$ cat config.mk
export PLATFORM = sky130hd
export DESIGN_NAME = t1_line_performance_monitor
export DESIGN_NICKNAME = d
export VERILOG_FILES = /design/src/verilog/t1_mon_pkg.sv /design/src/verilog/t1_line_performance_monitor.sv
export SDC_FILE = /design/constraint.sdc
export NUM_CORES = 1
export LEC_CHECK = 0
export BUFFER_PORTS_ARGS = -buffer_cell sky130_fd_sc_hd__buf_2
export CAP_MARGIN = 10
export CORE_MARGIN = 2
export CORE_UTILIZATION = 60
export DETAILED_ROUTE_END_ITERATION = 16
export PLACE_DENSITY = 0.82
export SKIP_LAST_GASP = 1
export SLEW_MARGIN = 20
export SYNTH_ARGS = -nofsm -noshare
export SYNTH_HDL_FRONTEND = slang
export SYNTH_SLANG_ARGS = --single-unit
$ cat constraint.sdc
create_clock -name mclk -period 8.7 [get_ports mclk]
set_input_delay 1.74 -clock mclk [delete_from_list [all_inputs] [get_ports mclk]]
set_output_delay 1.74 -clock mclk [all_outputs]
set_load 0.01 [all_outputs]
$ cat src/verilog/t1_mon_pkg.sv
// package for the line performance monitor: timing constants and carriers
// assumes a 125 MHz mclk and a framer that supplies per-frame event strobes
package t1_mon_pkg;

  // ----------------------------------------
  // timing
  // ----------------------------------------
  localparam int unsigned CLK_PERIOD_NS  = 8;
  localparam int unsigned SECOND_NS      = 1000000000;
  localparam int unsigned SECOND_CYCLES  = SECOND_NS / CLK_PERIOD_NS;
  localparam int unsigned LOF_PERSIST_MS = 2500;
  localparam int unsigned LOF_CYCLES     = (LOF_PERSIST_MS / 1000) * SECOND_CYCLES
                                           + (LOF_PERSIST_MS % 1000) * (1000000 / CLK_PERIOD_NS);
  localparam int unsigned LOS_CYCLES     = 1024;

  // ----------------------------------------
  // thresholds, frame counts, widths
  // ----------------------------------------
  localparam int unsigned SES_CRC_LIMIT  = 320;
  localparam int unsigned OOF_WINDOW     = 4;
  localparam int unsigned OOF_BAD_LIMIT  = 2;
  localparam int unsigned ESF_FRAMES     = 24;
  localparam int unsigned D4_FRAMES      = 12;
  localparam int unsigned LINE_KBPS      = 1544;
  localparam int unsigned DS0_KBPS       = 64;
  localparam int unsigned CNT_W          = 16;

  localparam logic [CNT_W-1:0] CNT_RESET = 16'h0000;

  typedef struct packed {
    logic esSec;
    logic besSec;
    logic sesSec;
    logic uasSec;
  } sec_class_s;

  typedef struct packed {
    logic [CNT_W-1:0] lofCount;
    logic [CNT_W-1:0] uasCount;
    logic [CNT_W-1:0] esCount;
    logic [CNT_W-1:0] besCount;
    logic [CNT_W-1:0] sesCount;
  } perf_cnt_s;

endpackage

$ cat src/verilog/t1_line_performance_monitor.sv
// line performance monitor: classifies seconds, declares frame and signal loss
// assumes a framer on mclk giving frame starts and fs-bit / crc strobes;
// the line pulse input is asynchronous and is synchronised here
//
// What this block does
// a second with more than one and fewer than 320 crc6 errors is a bursty errored second.
// a second with any crc6 error or any out-of-frame event is errored.
// a second with 320 or more crc6 errors or any out-of-frame event is severely errored.
// out-of-frame is raised when two of the last four framing bits examined are wrong.
// loss of frame is declared after frame sync stays lost for 2.5 seconds.
// a counter rises once per loss-of-frame declaration.
// unavailable service is counted in whole seconds.
// in extended superframe mode 24 frames form one superframe.
// in d4 mode 12 frames form one superframe.
// loss of signal is reported when no pulses are seen on the line.
// alarm indication signal is sent while a fault exists at or before the transmitter.
// yellow alarm is sent while the incoming signal is lost.
// in extended superframe mode the data link bits are flagged as overhead, not payload.
// the line runs at 1.544 mbps made of 64 kbps channels.
// a one-second timebase closes each interval's classification and counts.
`timescale 1ns/1ns
module t1_line_performance_monitor #(
  parameter int unsigned SEC_CYCLES = t1_mon_pkg::SECOND_CYCLES,
  parameter int unsigned LOF_CYC    = t1_mon_pkg::LOF_CYCLES,
  parameter int unsigned LOS_CYC    = t1_mon_pkg::LOS_CYCLES
) (
  input  wire logic                  mclk,
  input  wire logic                  resetn,
  input  wire logic                  clkEn,
  input  wire logic                  esfMode,
  input  wire logic                  linePulse,
  input  wire logic                  frameStart,
  input  wire logic                  fsValid,
  input  wire logic                  fsError,
  input  wire logic                  crcError,
  input  wire logic                  txFault,
  output logic                       oofActive,
  output logic                       lofActive,
  output logic                       losActive,
  output logic                       aisSend,
  output logic                       yellowSend,
  output logic                       superStart,
  output logic                       fdlSlot,
  output logic                       secTick,
  output t1_mon_pkg::sec_class_s     secClass,
  output t1_mon_pkg::perf_cnt_s      perfCnt
);
  import t1_mon_pkg::*;

  // ----------------------------------------
  // line pulse synchroniser and loss of signal
  // ----------------------------------------
  logic pulseMeta_q, pulseSync_q, pulsePrev_q;
  logic [31:0] losCnt_q, losCnt_d;
  logic losActive_q, losActive_d;
  logic pulseEdge;

  // 1.544 mbps line pulses are far slower than mclk, so no edge slips past
  assign pulseEdge = pulseSync_q & ~pulsePrev_q;

  always_comb begin
    losCnt_d    = losCnt_q;
    losActive_d = losActive_q;
    if (pulseEdge) begin
      losCnt_d    = '0;
      losActive_d = 1'b0;
    end else if (losCnt_q >= 32'(LOS_CYC - 1)) begin
      losActive_d = 1'b1;
    end else begin
      losCnt_d = losCnt_q + 32'd1;
    end
  end

  // ----------------------------------------
  // superframe position and fdl slots
  // ----------------------------------------
  logic [4:0] frameIdx_q, frameIdx_d;
  logic [4:0] lastFrame;

  assign lastFrame = esfMode ? 5'(ESF_FRAMES - 1) : 5'(D4_FRAMES - 1);

  always_comb begin
    frameIdx_d = frameIdx_q;
    if (frameStart) begin
      frameIdx_d = (frameIdx_q >= lastFrame) ? 5'h00 : frameIdx_q + 5'h01;
    end
  end

  assign superStart = frameStart & (frameIdx_q == 5'h00);
  // odd frames carry the data link bit in esf, never user payload
  assign fdlSlot    = esfMode & frameIdx_q[0];

  // ----------------------------------------
  // out-of-frame on 2 of 4 framing bits, loss of frame persistence
  // ----------------------------------------
  logic [3:0] fsHist_q, fsHist_d;
  logic oof_q, oof_d;
  logic [31:0] lofCnt_q, lofCnt_d;
  logic lof_q, lof_d;
  logic lofDeclare;

  function automatic logic [2:0] popCount4(input logic [3:0] v);
    return 3'(v[0]) + 3'(v[1]) + 3'(v[2]) + 3'(v[3]);
  endfunction

  always_comb begin
    fsHist_d   = fsHist_q;
    oof_d      = oof_q;
    lofCnt_d   = lofCnt_q;
    lof_d      = lof_q;
    lofDeclare = 1'b0;
    if (fsValid) begin
      fsHist_d = {fsHist_q[2:0], fsError};
      // resync happens when the window is clean again
      if (popCount4(fsHist_d) >= 3'(OOF_BAD_LIMIT)) begin
        oof_d = 1'b1;
      end else if (fsHist_d == 4'h0) begin
        oof_d = 1'b0;
      end
    end
    if (!oof_q) begin
      lofCnt_d = '0;
      lof_d    = 1'b0;
    end else if (!lof_q) begin
      if (lofCnt_q >= 32'(LOF_CYC - 1)) begin
        lof_d      = 1'b1;
        lofDeclare = 1'b1;
      end else begin
        lofCnt_d = lofCnt_q + 32'd1;
      end
    end
  end

  // ----------------------------------------
  // one-second interval accounting
  // ----------------------------------------
  logic [31:0] secCnt_q, secCnt_d;
  logic [8:0]  crcCnt_q, crcCnt_d;
  logic        oofSeen_q, oofSeen_d;
  logic        tick;
  sec_class_s  cls_q, cls_d;
  perf_cnt_s   cnt_q, cnt_d;
  logic [8:0]  crcTotal;

  // saturates at 320: larger counts change no class
  function automatic logic [8:0] satInc(input logic [8:0] v, input logic inc);
    return (inc && v < 9'(SES_CRC_LIMIT)) ? v + 9'h001 : v;
  endfunction

  assign tick     = (secCnt_q >= 32'(SEC_CYCLES - 1));
  assign crcTotal = satInc(crcCnt_q, crcError);

  always_comb begin
    secCnt_d  = tick ? '0 : secCnt_q + 32'd1;
    crcCnt_d  = crcTotal;
    oofSeen_d = oofSeen_q | oof_d;
    cls_d     = cls_q;
    cnt_d     = cnt_q;
    if (lofDeclare) begin
      cnt_d.lofCount = cnt_q.lofCount + 16'h0001;
    end
    if (tick) begin
      // an event in the closing cycle still counts in this second
      cls_d.esSec  = (crcTotal != 9'h000) | oofSeen_d;
      cls_d.besSec = (crcTotal > 9'h001) & (crcTotal < 9'(SES_CRC_LIMIT));
      cls_d.sesSec = (crcTotal >= 9'(SES_CRC_LIMIT)) | oofSeen_d;
      cls_d.uasSec = lof_d | losActive_d;
      if (cls_d.esSec)  cnt_d.esCount  = cnt_q.esCount + 16'h0001;
      if (cls_d.besSec) cnt_d.besCount = cnt_q.besCount + 16'h0001;
      if (cls_d.sesSec) cnt_d.sesCount = cnt_q.sesCount + 16'h0001;
      if (cls_d.uasSec) cnt_d.uasCount = cnt_q.uasCount + 16'h0001;
      crcCnt_d  = 9'h000;
      oofSeen_d = oof_d;
    end
  end

  // ----------------------------------------
  // registers
  // ----------------------------------------
  always_ff @(posedge mclk) begin
    if (!resetn) begin
      pulseMeta_q <= 1'b0;
      pulseSync_q <= 1'b0;
      pulsePrev_q <= 1'b0;
      losCnt_q    <= '0;
      losActive_q <= 1'b0;
      frameIdx_q  <= 5'h00;
      fsHist_q    <= 4'h0;
      oof_q       <= 1'b0;
      lofCnt_q    <= '0;
      lof_q       <= 1'b0;
      secCnt_q    <= '0;
      crcCnt_q    <= 9'h000;
      oofSeen_q   <= 1'b0;
      cls_q       <= '0;
      cnt_q       <= {5{CNT_RESET}};
      secTick     <= 1'b0;
    end else if (clkEn) begin
      pulseMeta_q <= linePulse;
      pulseSync_q <= pulseMeta_q;
      pulsePrev_q <= pulseSync_q;
      losCnt_q    <= losCnt_d;
      losActive_q <= losActive_d;
      frameIdx_q  <= frameIdx_d;
      fsHist_q    <= fsHist_d;
      oof_q       <= oof_d;
      lofCnt_q    <= lofCnt_d;
      lof_q       <= lof_d;
      secCnt_q    <= secCnt_d;
      crcCnt_q    <= crcCnt_d;
      oofSeen_q   <= oofSeen_d;
      cls_q       <= cls_d;
      cnt_q       <= cnt_d;
      secTick     <= tick;
    end
  end

  // ----------------------------------------
  // outputs and outbound alarms
  // ----------------------------------------
  assign oofActive  = oof_q;
  assign lofActive  = lof_q;
  assign losActive  = losActive_q;
  assign aisSend    = txFault;
  assign yellowSend = lof_q | losActive_q;
  assign secClass   = cls_q;
  assign perfCnt    = cnt_q;

  // ----------------------------------------
  // checks
  // ----------------------------------------
  a_bes_range: assert property (@(posedge mclk) disable iff (!resetn)
    clkEn && tick && crcTotal == 9'h001 |=> !secClass.besSec)
    else $error("single crc error marked bursty");
  a_es_oof: assert property (@(posedge mclk) disable iff (!resetn)
    clkEn && tick && oofSeen_d |=> secClass.esSec)
    else $error("oof second not errored");
  a_ses_limit: assert property (@(posedge mclk) disable iff (!resetn)
    clkEn && tick && crcTotal >= 9'(SES_CRC_LIMIT) |=> secClass.sesSec && !secClass.besSec)
    else $error("320 crc errors not severe");
  a_oof_two: assert property (@(posedge mclk) disable iff (!resetn)
    clkEn && fsValid && fsError && fsHist_q[0] |=> oofActive)
    else $error("two bad framing bits gave no oof");
  a_lof_early: assert property (@(posedge mclk) disable iff (!resetn)
    $rose(lofActive) |-> $past(oofActive, 2))
    else $error("lof without preceding oof");
  a_lof_count: assert property (@(posedge mclk) disable iff (!resetn)
    $rose(lofActive) |-> perfCnt.lofCount == $past(perfCnt.lofCount) + 16'h0001)
    else $error("lof counter missed declaration");
  a_uas_count: assert property (@(posedge mclk) disable iff (!resetn)
    clkEn && tick && lof_q && oof_q |=> perfCnt.uasCount == $past(perfCnt.uasCount) + 16'h0001)
    else $error("unavailable second not counted");
  a_los_clear: assert property (@(posedge mclk) disable iff (!resetn)
    clkEn && pulseEdge |=> !losActive)
    else $error("line pulse left signal loss standing");
  a_yellow_los: assert property (@(posedge mclk) disable iff (!resetn)
    losActive |-> yellowSend)
    else $error("no yellow with signal lost");
  a_frame_wrap: assert property (@(posedge mclk) disable iff (!resetn)
    clkEn && frameStart && !esfMode |=> frameIdx_q < 5'(D4_FRAMES))
    else $error("d4 frame index past 11");

  c_oof:  cover property (@(posedge mclk) disable iff (!resetn) $rose(oofActive));
  c_lof:  cover property (@(posedge mclk) disable iff (!resetn) $rose(lofActive));
  c_bes:  cover property (@(posedge mclk) disable iff (!resetn) $rose(secClass.besSec));
  c_los:  cover property (@(posedge mclk) disable iff (!resetn) $rose(losActive));

endmodule

**Yosys cells after proc, flatten, opt, wreduce, memory -nomap -nowiden**

Cells that the tools add are included.

- Equality and inequality tests: 3
- Add/subtract/negate cells: 13
- Reduce and logical (&&, ||, !) cells: 14
- Mux-type cells: 21
- Order comparisons: 9
- Bitwise operators: 10

Operator list:

| kind | count |
|---|---|
| 32-bit two-way mux | 6 |
| 32-bit by 1-bit adder with 32-bit output (second input constant) | 3 |
| 16-bit by 1-bit adder with 16-bit output (second input constant) | 5 |
| 32-bit by 10-bit greater-or-equal comparator with 1-bit output (second input constant) | 1 |
| 32-bit by 27-bit greater-or-equal comparator with 1-bit output (second input constant) | 1 |
| 32-bit by 29-bit greater-or-equal comparator with 1-bit output (second input constant) | 1 |
| 9-bit less-than comparator (second input constant) | 2 |
| 9-bit two-way mux | 2 |
| 3-bit AND reduction | 5 |
| 1-bit two-way mux | 11 |
| 5-bit two-way mux | 2 |
| 2-bit AND reduction | 5 |
| 9-bit by 1-bit adder with 9-bit output (second input constant) | 1 |
| 9-bit greater-or-equal comparator (second input constant) | 1 |
| 9-bit by 1-bit greater-than comparator with 1-bit output (second input constant) | 1 |
| 9-bit nonzero test | 1 |
| 2-bit != test (second input constant) | 3 |
| 5-bit by 1-bit adder with 5-bit output (second input constant) | 1 |
| 5-bit greater-or-equal comparator | 1 |
| 5-bit logical NOT | 1 |
| 1-bit OR | 5 |
| 1-bit AND | 4 |
| 4-bit logical NOT | 1 |
| 2-bit by 1-bit adder with 3-bit output | 1 |
| 5 further kinds | 5 |

- Input port bits: 10
- Register bits after elaboration: 205
- Output and inout bits: 92

**Logic depth before layout (Yosys ltp)**

- Word-level depth: 9
- Depth in mapped cells: 10
- Gate-level depth less buffers: 8

**Least setup slack after synthesis**

OpenSTA, ideal clock, no wires.

- Kind: input to register
- Start: input crcError
- End: register cnt_q (netlist bit perfCnt[33])
- Setup slack: 4.707 ns
- Path buffers: 3
- Cell stages on the path: 10
- Arrival time: 3.865 ns
- Cell sequence: clkbuf_2 inv_1 or4_4 xnor2_1 or4_1 buf_6 o21ai_0 buf_2 mux2i_1 nor2_1

- Longest elaborated chain between the ends: 5

Ends and longest elaborated chain:

| item | RTL line | text |
|---|---|---|
| from (decl) | t1_line_performance_monitor.sv:35 | `input wire logic crcError,` |
| 1-bit logical AND | t1_line_performance_monitor.sv:147 | `return (inc && v < 9'(SES_CRC_LIMIT)) ? v + 9'h001 : v;` |
| 9-bit two-way mux | t1_line_performance_monitor.sv:147 |  |
| 9-bit nonzero test | t1_line_performance_monitor.sv:164 | `cls_d.esSec = (crcTotal != 9'h000) \| oofSeen_d;` |
| 1-bit OR | t1_line_performance_monitor.sv:164 |  |
| 3-bit AND reduction (no line) | -- |  |
| to (signal assigned) | t1_line_performance_monitor.sv:196 | `cnt_q <= {5{CNT_RESET}};` |
| to (signal assigned) | t1_line_performance_monitor.sv:213 | `cnt_q <= cnt_d;` |
| to (decl) | t1_line_performance_monitor.sv:142 | `perf_cnt_s cnt_q, cnt_d;` |

No other way between the ends.
A chain may end at the register's enable or synchronous reset.

**Worst setup path in the final report**

- Start: input clkEn
- End: register cnt_q (netlist bit perfCnt[30])

- Longest elaborated chain between the ends: 1

Ends and longest elaborated chain:

| item | RTL line | text |
|---|---|---|
| from (decl) | t1_line_performance_monitor.sv:29 | `input wire logic clkEn,` |
| 3-bit AND reduction (no line) | -- |  |

No other way between the ends.

==> results.tsv <==
stage	metric	value	unit
grt	met3_usage	5.363	%
setup_path	cpMaxStageDelayCell	or4_1	
detailed_routing	dr.pass1.iters	5	
sta	fin_tns_setup	0	ps
setup_path	cp-start-kind	input pin	
cts	hold_buffers	0	
die	core	15830	um^2
final_layout	final_util	69.66	%
final_layout	nets	1241	
cts	path_clk_slew	60	ps
sta	finalMaxSlewViolations	0	
place	placed_cells_incl_taps	1407	
cts	cts_max_level	1	
grt	grt_max_degree	89	
sta	hold_viol_final	0	
synth	avgSynthCellArea	8.538	um^2
synth	syn_nets	1163	
place	gp_congestion	0.8705	
cts	clockRootBuffer	clkbuf_16	
synth	synth_xor_area_share	8.480	%
setup_path	cp_cell_sequence	buf_2, clkinv_1, a31oi_1, o21a_1, nand4_1, or4_1, a21oi_1	
run	max_cap_violations	0	
detailed_routing	avgRoutedWirePerCell	15.20	um
sta	finalCritPeriodShare	50.57	%
synth	synthArstFlopShare	0	%
power	leakagePower	4.259	nW
cts	cts_made_buffers	22	
synth	synth_commonest_cells	205 x dfxtp_1, 144 x nor2_1, 101 x nand2_1	
sta	hold_ws	455.9	ps
sta	slew_headroom	29.79	%
grt	grt_use_total	24.39	%
synth	synth_compound_area_share	12.21	%
power	powerDensity	175.7	nW/um^2
sta	min_period	4400	ps
synth	yosys_warnings	0	
grt	antenna_found_initial	1	
cts	cts_buffer_depth	3	
synth	yosysUniqueCellTypes	71	
final_layout	antenna_cells	0	
synth	synth_fa_ha_area_share	2.139	%
grt	top_usage_layer	met2	
synth	syn_inst	1137	
synth	netlist_area	9708	um^2
setup_path	crit_required	9120	ps
cts	cts_tree	yes	
detailed_routing	vias	8474	
synth	synth_flop_cell	dfxtp_1	
setup_path	cp.buffers_inverters	2	
setup_path	critPathMaxFanout	40	
detailed_routing	via_per_inst	5.860	
die	die_area	17210	um^2
detailed_routing	drt_iter0_drc	501	
place	dpl-instance-area	10290	um^2
place	port_buffers	99	
final_layout	fin_cells	1446	
grt	grt_pass1_wl	36490	um
synth	yosys.area.top_type	dfxtp_1	
setup_path	crit_family	simple AND/OR/NAND/NOR gates	
outcome	status	finished, final reports clean	
grt	grt_pass1_vias	7772	
synth	synth_area_leaders	dfxtp_1 42%, nor2_1 5.6%, xnor2_1 4.4%	
synth	synth-simple-area-share	28.91	%
final_layout	drive_above_1_share	12.60	%
synth	synth_edf_count	0	
die	fp.dieH	131.2	um
sta	tightestPinTransition	1053	ps
cts	clk_latency	500	ps
synth	seq_area_frac_synth	42.27	%
synth	muxShareOfSynthArea	2.475	%
die	die_w	131.2	um
die	rows	46	
synth	synth_top_family_by_area	simple AND/OR/NAND/NOR gates	
sta	setup_viol_count_final	0	
detailed_routing	ant_nets	0	
grt	grtUsageMet2	39.21	%
cts	cts_sinks	205	
setup_path	cp_data_arrival_time	4810	ps
setup_path	slowest_delay	600	ps
setup_path	cp-end-kind	register	
detailed_routing	drc	0	
die	io_pins	102	
final_layout	final_area	11030	um^2
power	ir_drop	136.8	uV
detailed_routing	routed_wl	21980	um
synth	synth_most_common_cell	dfxtp_1	
cts	cts_resized	0	
sta	max_freq	227.3	MHz
die	start_util	61.34	%
cts	cts_setup_buffers	0	
setup_path	worstSetupPathType	in2reg	
synth	synth_top_area_share	42.27	%
synth	synth-seq-cells	205	
place	dpl.hpwl	14400	um
grt	met1_usage	32.83	%
sta	finClkSkew	16.74	ps
min_path	hold_path_class	reg2reg	
final_layout	area_growth	13.57	%
grt	overflow	0	
sta	rsz0062_at_grt	no	
state kept, by name, summed over array words and instances (netlist names), 3 cells and up:
signal / flops
perfCnt: 80
lofCnt_q: 32
losCnt_q: 32
secCnt_q: 32
crcCnt_q: 9
frameIdx_q: 5
secClass: 4
fsHist_q: 3
tightest hold or removal path, cell delays in order (launching register included):
cell and delay, ps:
dfxtp_1 310, nand2_1 50, a21oi_1 50
stage by stage:
stage               power, mW  setup slack, ps
global route            2.001             3941
finish                  1.937             4300
CTS                     1.954             4153
detailed placement      1.020             3609
global placement        1.018             3769
floorplan               1.007             4707
power breakdown:
group	total, mW	switching (mW)	internal (mW)
sequential	0.947	0.00452	0.943
combinational	0.0520	0.0375	0.0145
clock	0.937	0.366	0.571
layout make-up:
class	instances	area, um^2
clock inverters	4	45.04
fillers	1238	4802
multi-input cells	851	5266
inverters	31	116.4
flip-flops and latches	205	4104
repair buffers	104	533.0
clock buffers	35	690.7
well taps	216	270.3
cell families after synthesis:
logic type | after synthesis
flops | 205
mux | 24
xor+xnor | 94
fa+ha+maj | 16
compound gates | 177
simple gates | 540
buf+inv | 81
per-layer routing:
layer  share of wire, %  vias up
met5              0.082        -
met4                2.7        2
met3                6.1       51
met2                 45      248
met1                 46     3949
li1                   -     4224
cell usage in the layout, fill, tap and decap left out, types with 7 or more instances in the layout:
| cell type | n |
|---|---|
| dfxtp_1 | 205 |
| nor2_1 | 144 |
| nand2_1 | 101 |
| buf_2 | 99 |
| a21oi_1 | 51 |
| xnor2_1 | 49 |
| nand3_1 | 46 |
| xor2_1 | 45 |
| nand4_1 | 41 |
| and3_1 | 36 |
| o21ai_0 | 35 |
| inv_1 | 29 |
| and2_1 | 29 |
| mux2i_1 | 24 |
| clkbuf_16 | 23 |
| nor3_1 | 22 |
| nor4_1 | 21 |
| or3_1 | 21 |
| nand2b_1 | 20 |
| and4_1 | 17 |
| or4_1 | 15 |
| ha_1 | 15 |
| o31ai_1 | 13 |
| a31oi_1 | 11 |
| a211oi_1 | 8 |
| clkbuf_8 | 7 |
worst paths after layout:
| path | cells past startpoint | endpoint | startpoint | slack (ps) |
|---|---|---|---|---|
| worst max-delay path | 7 | perfCnt[30]$_SDFFE_PN0P_ | clkEn | 4300 |
| worst min-delay path | 2 | secClass[1]$_SDFFE_PN0P_ | secClass[1]$_SDFFE_PN0P_ | 460 |
| worst max register to register | 6 | secCnt_q[14]$_SDFFE_PN0P_ | secCnt_q[3]$_SDFFE_PN0P_ | 5230 |
| worst min register to register | 2 | secClass[1]$_SDFFE_PN0P_ | secClass[1]$_SDFFE_PN0P_ | 460 |
Note: power is estimated with default switching activity, not from simulation.
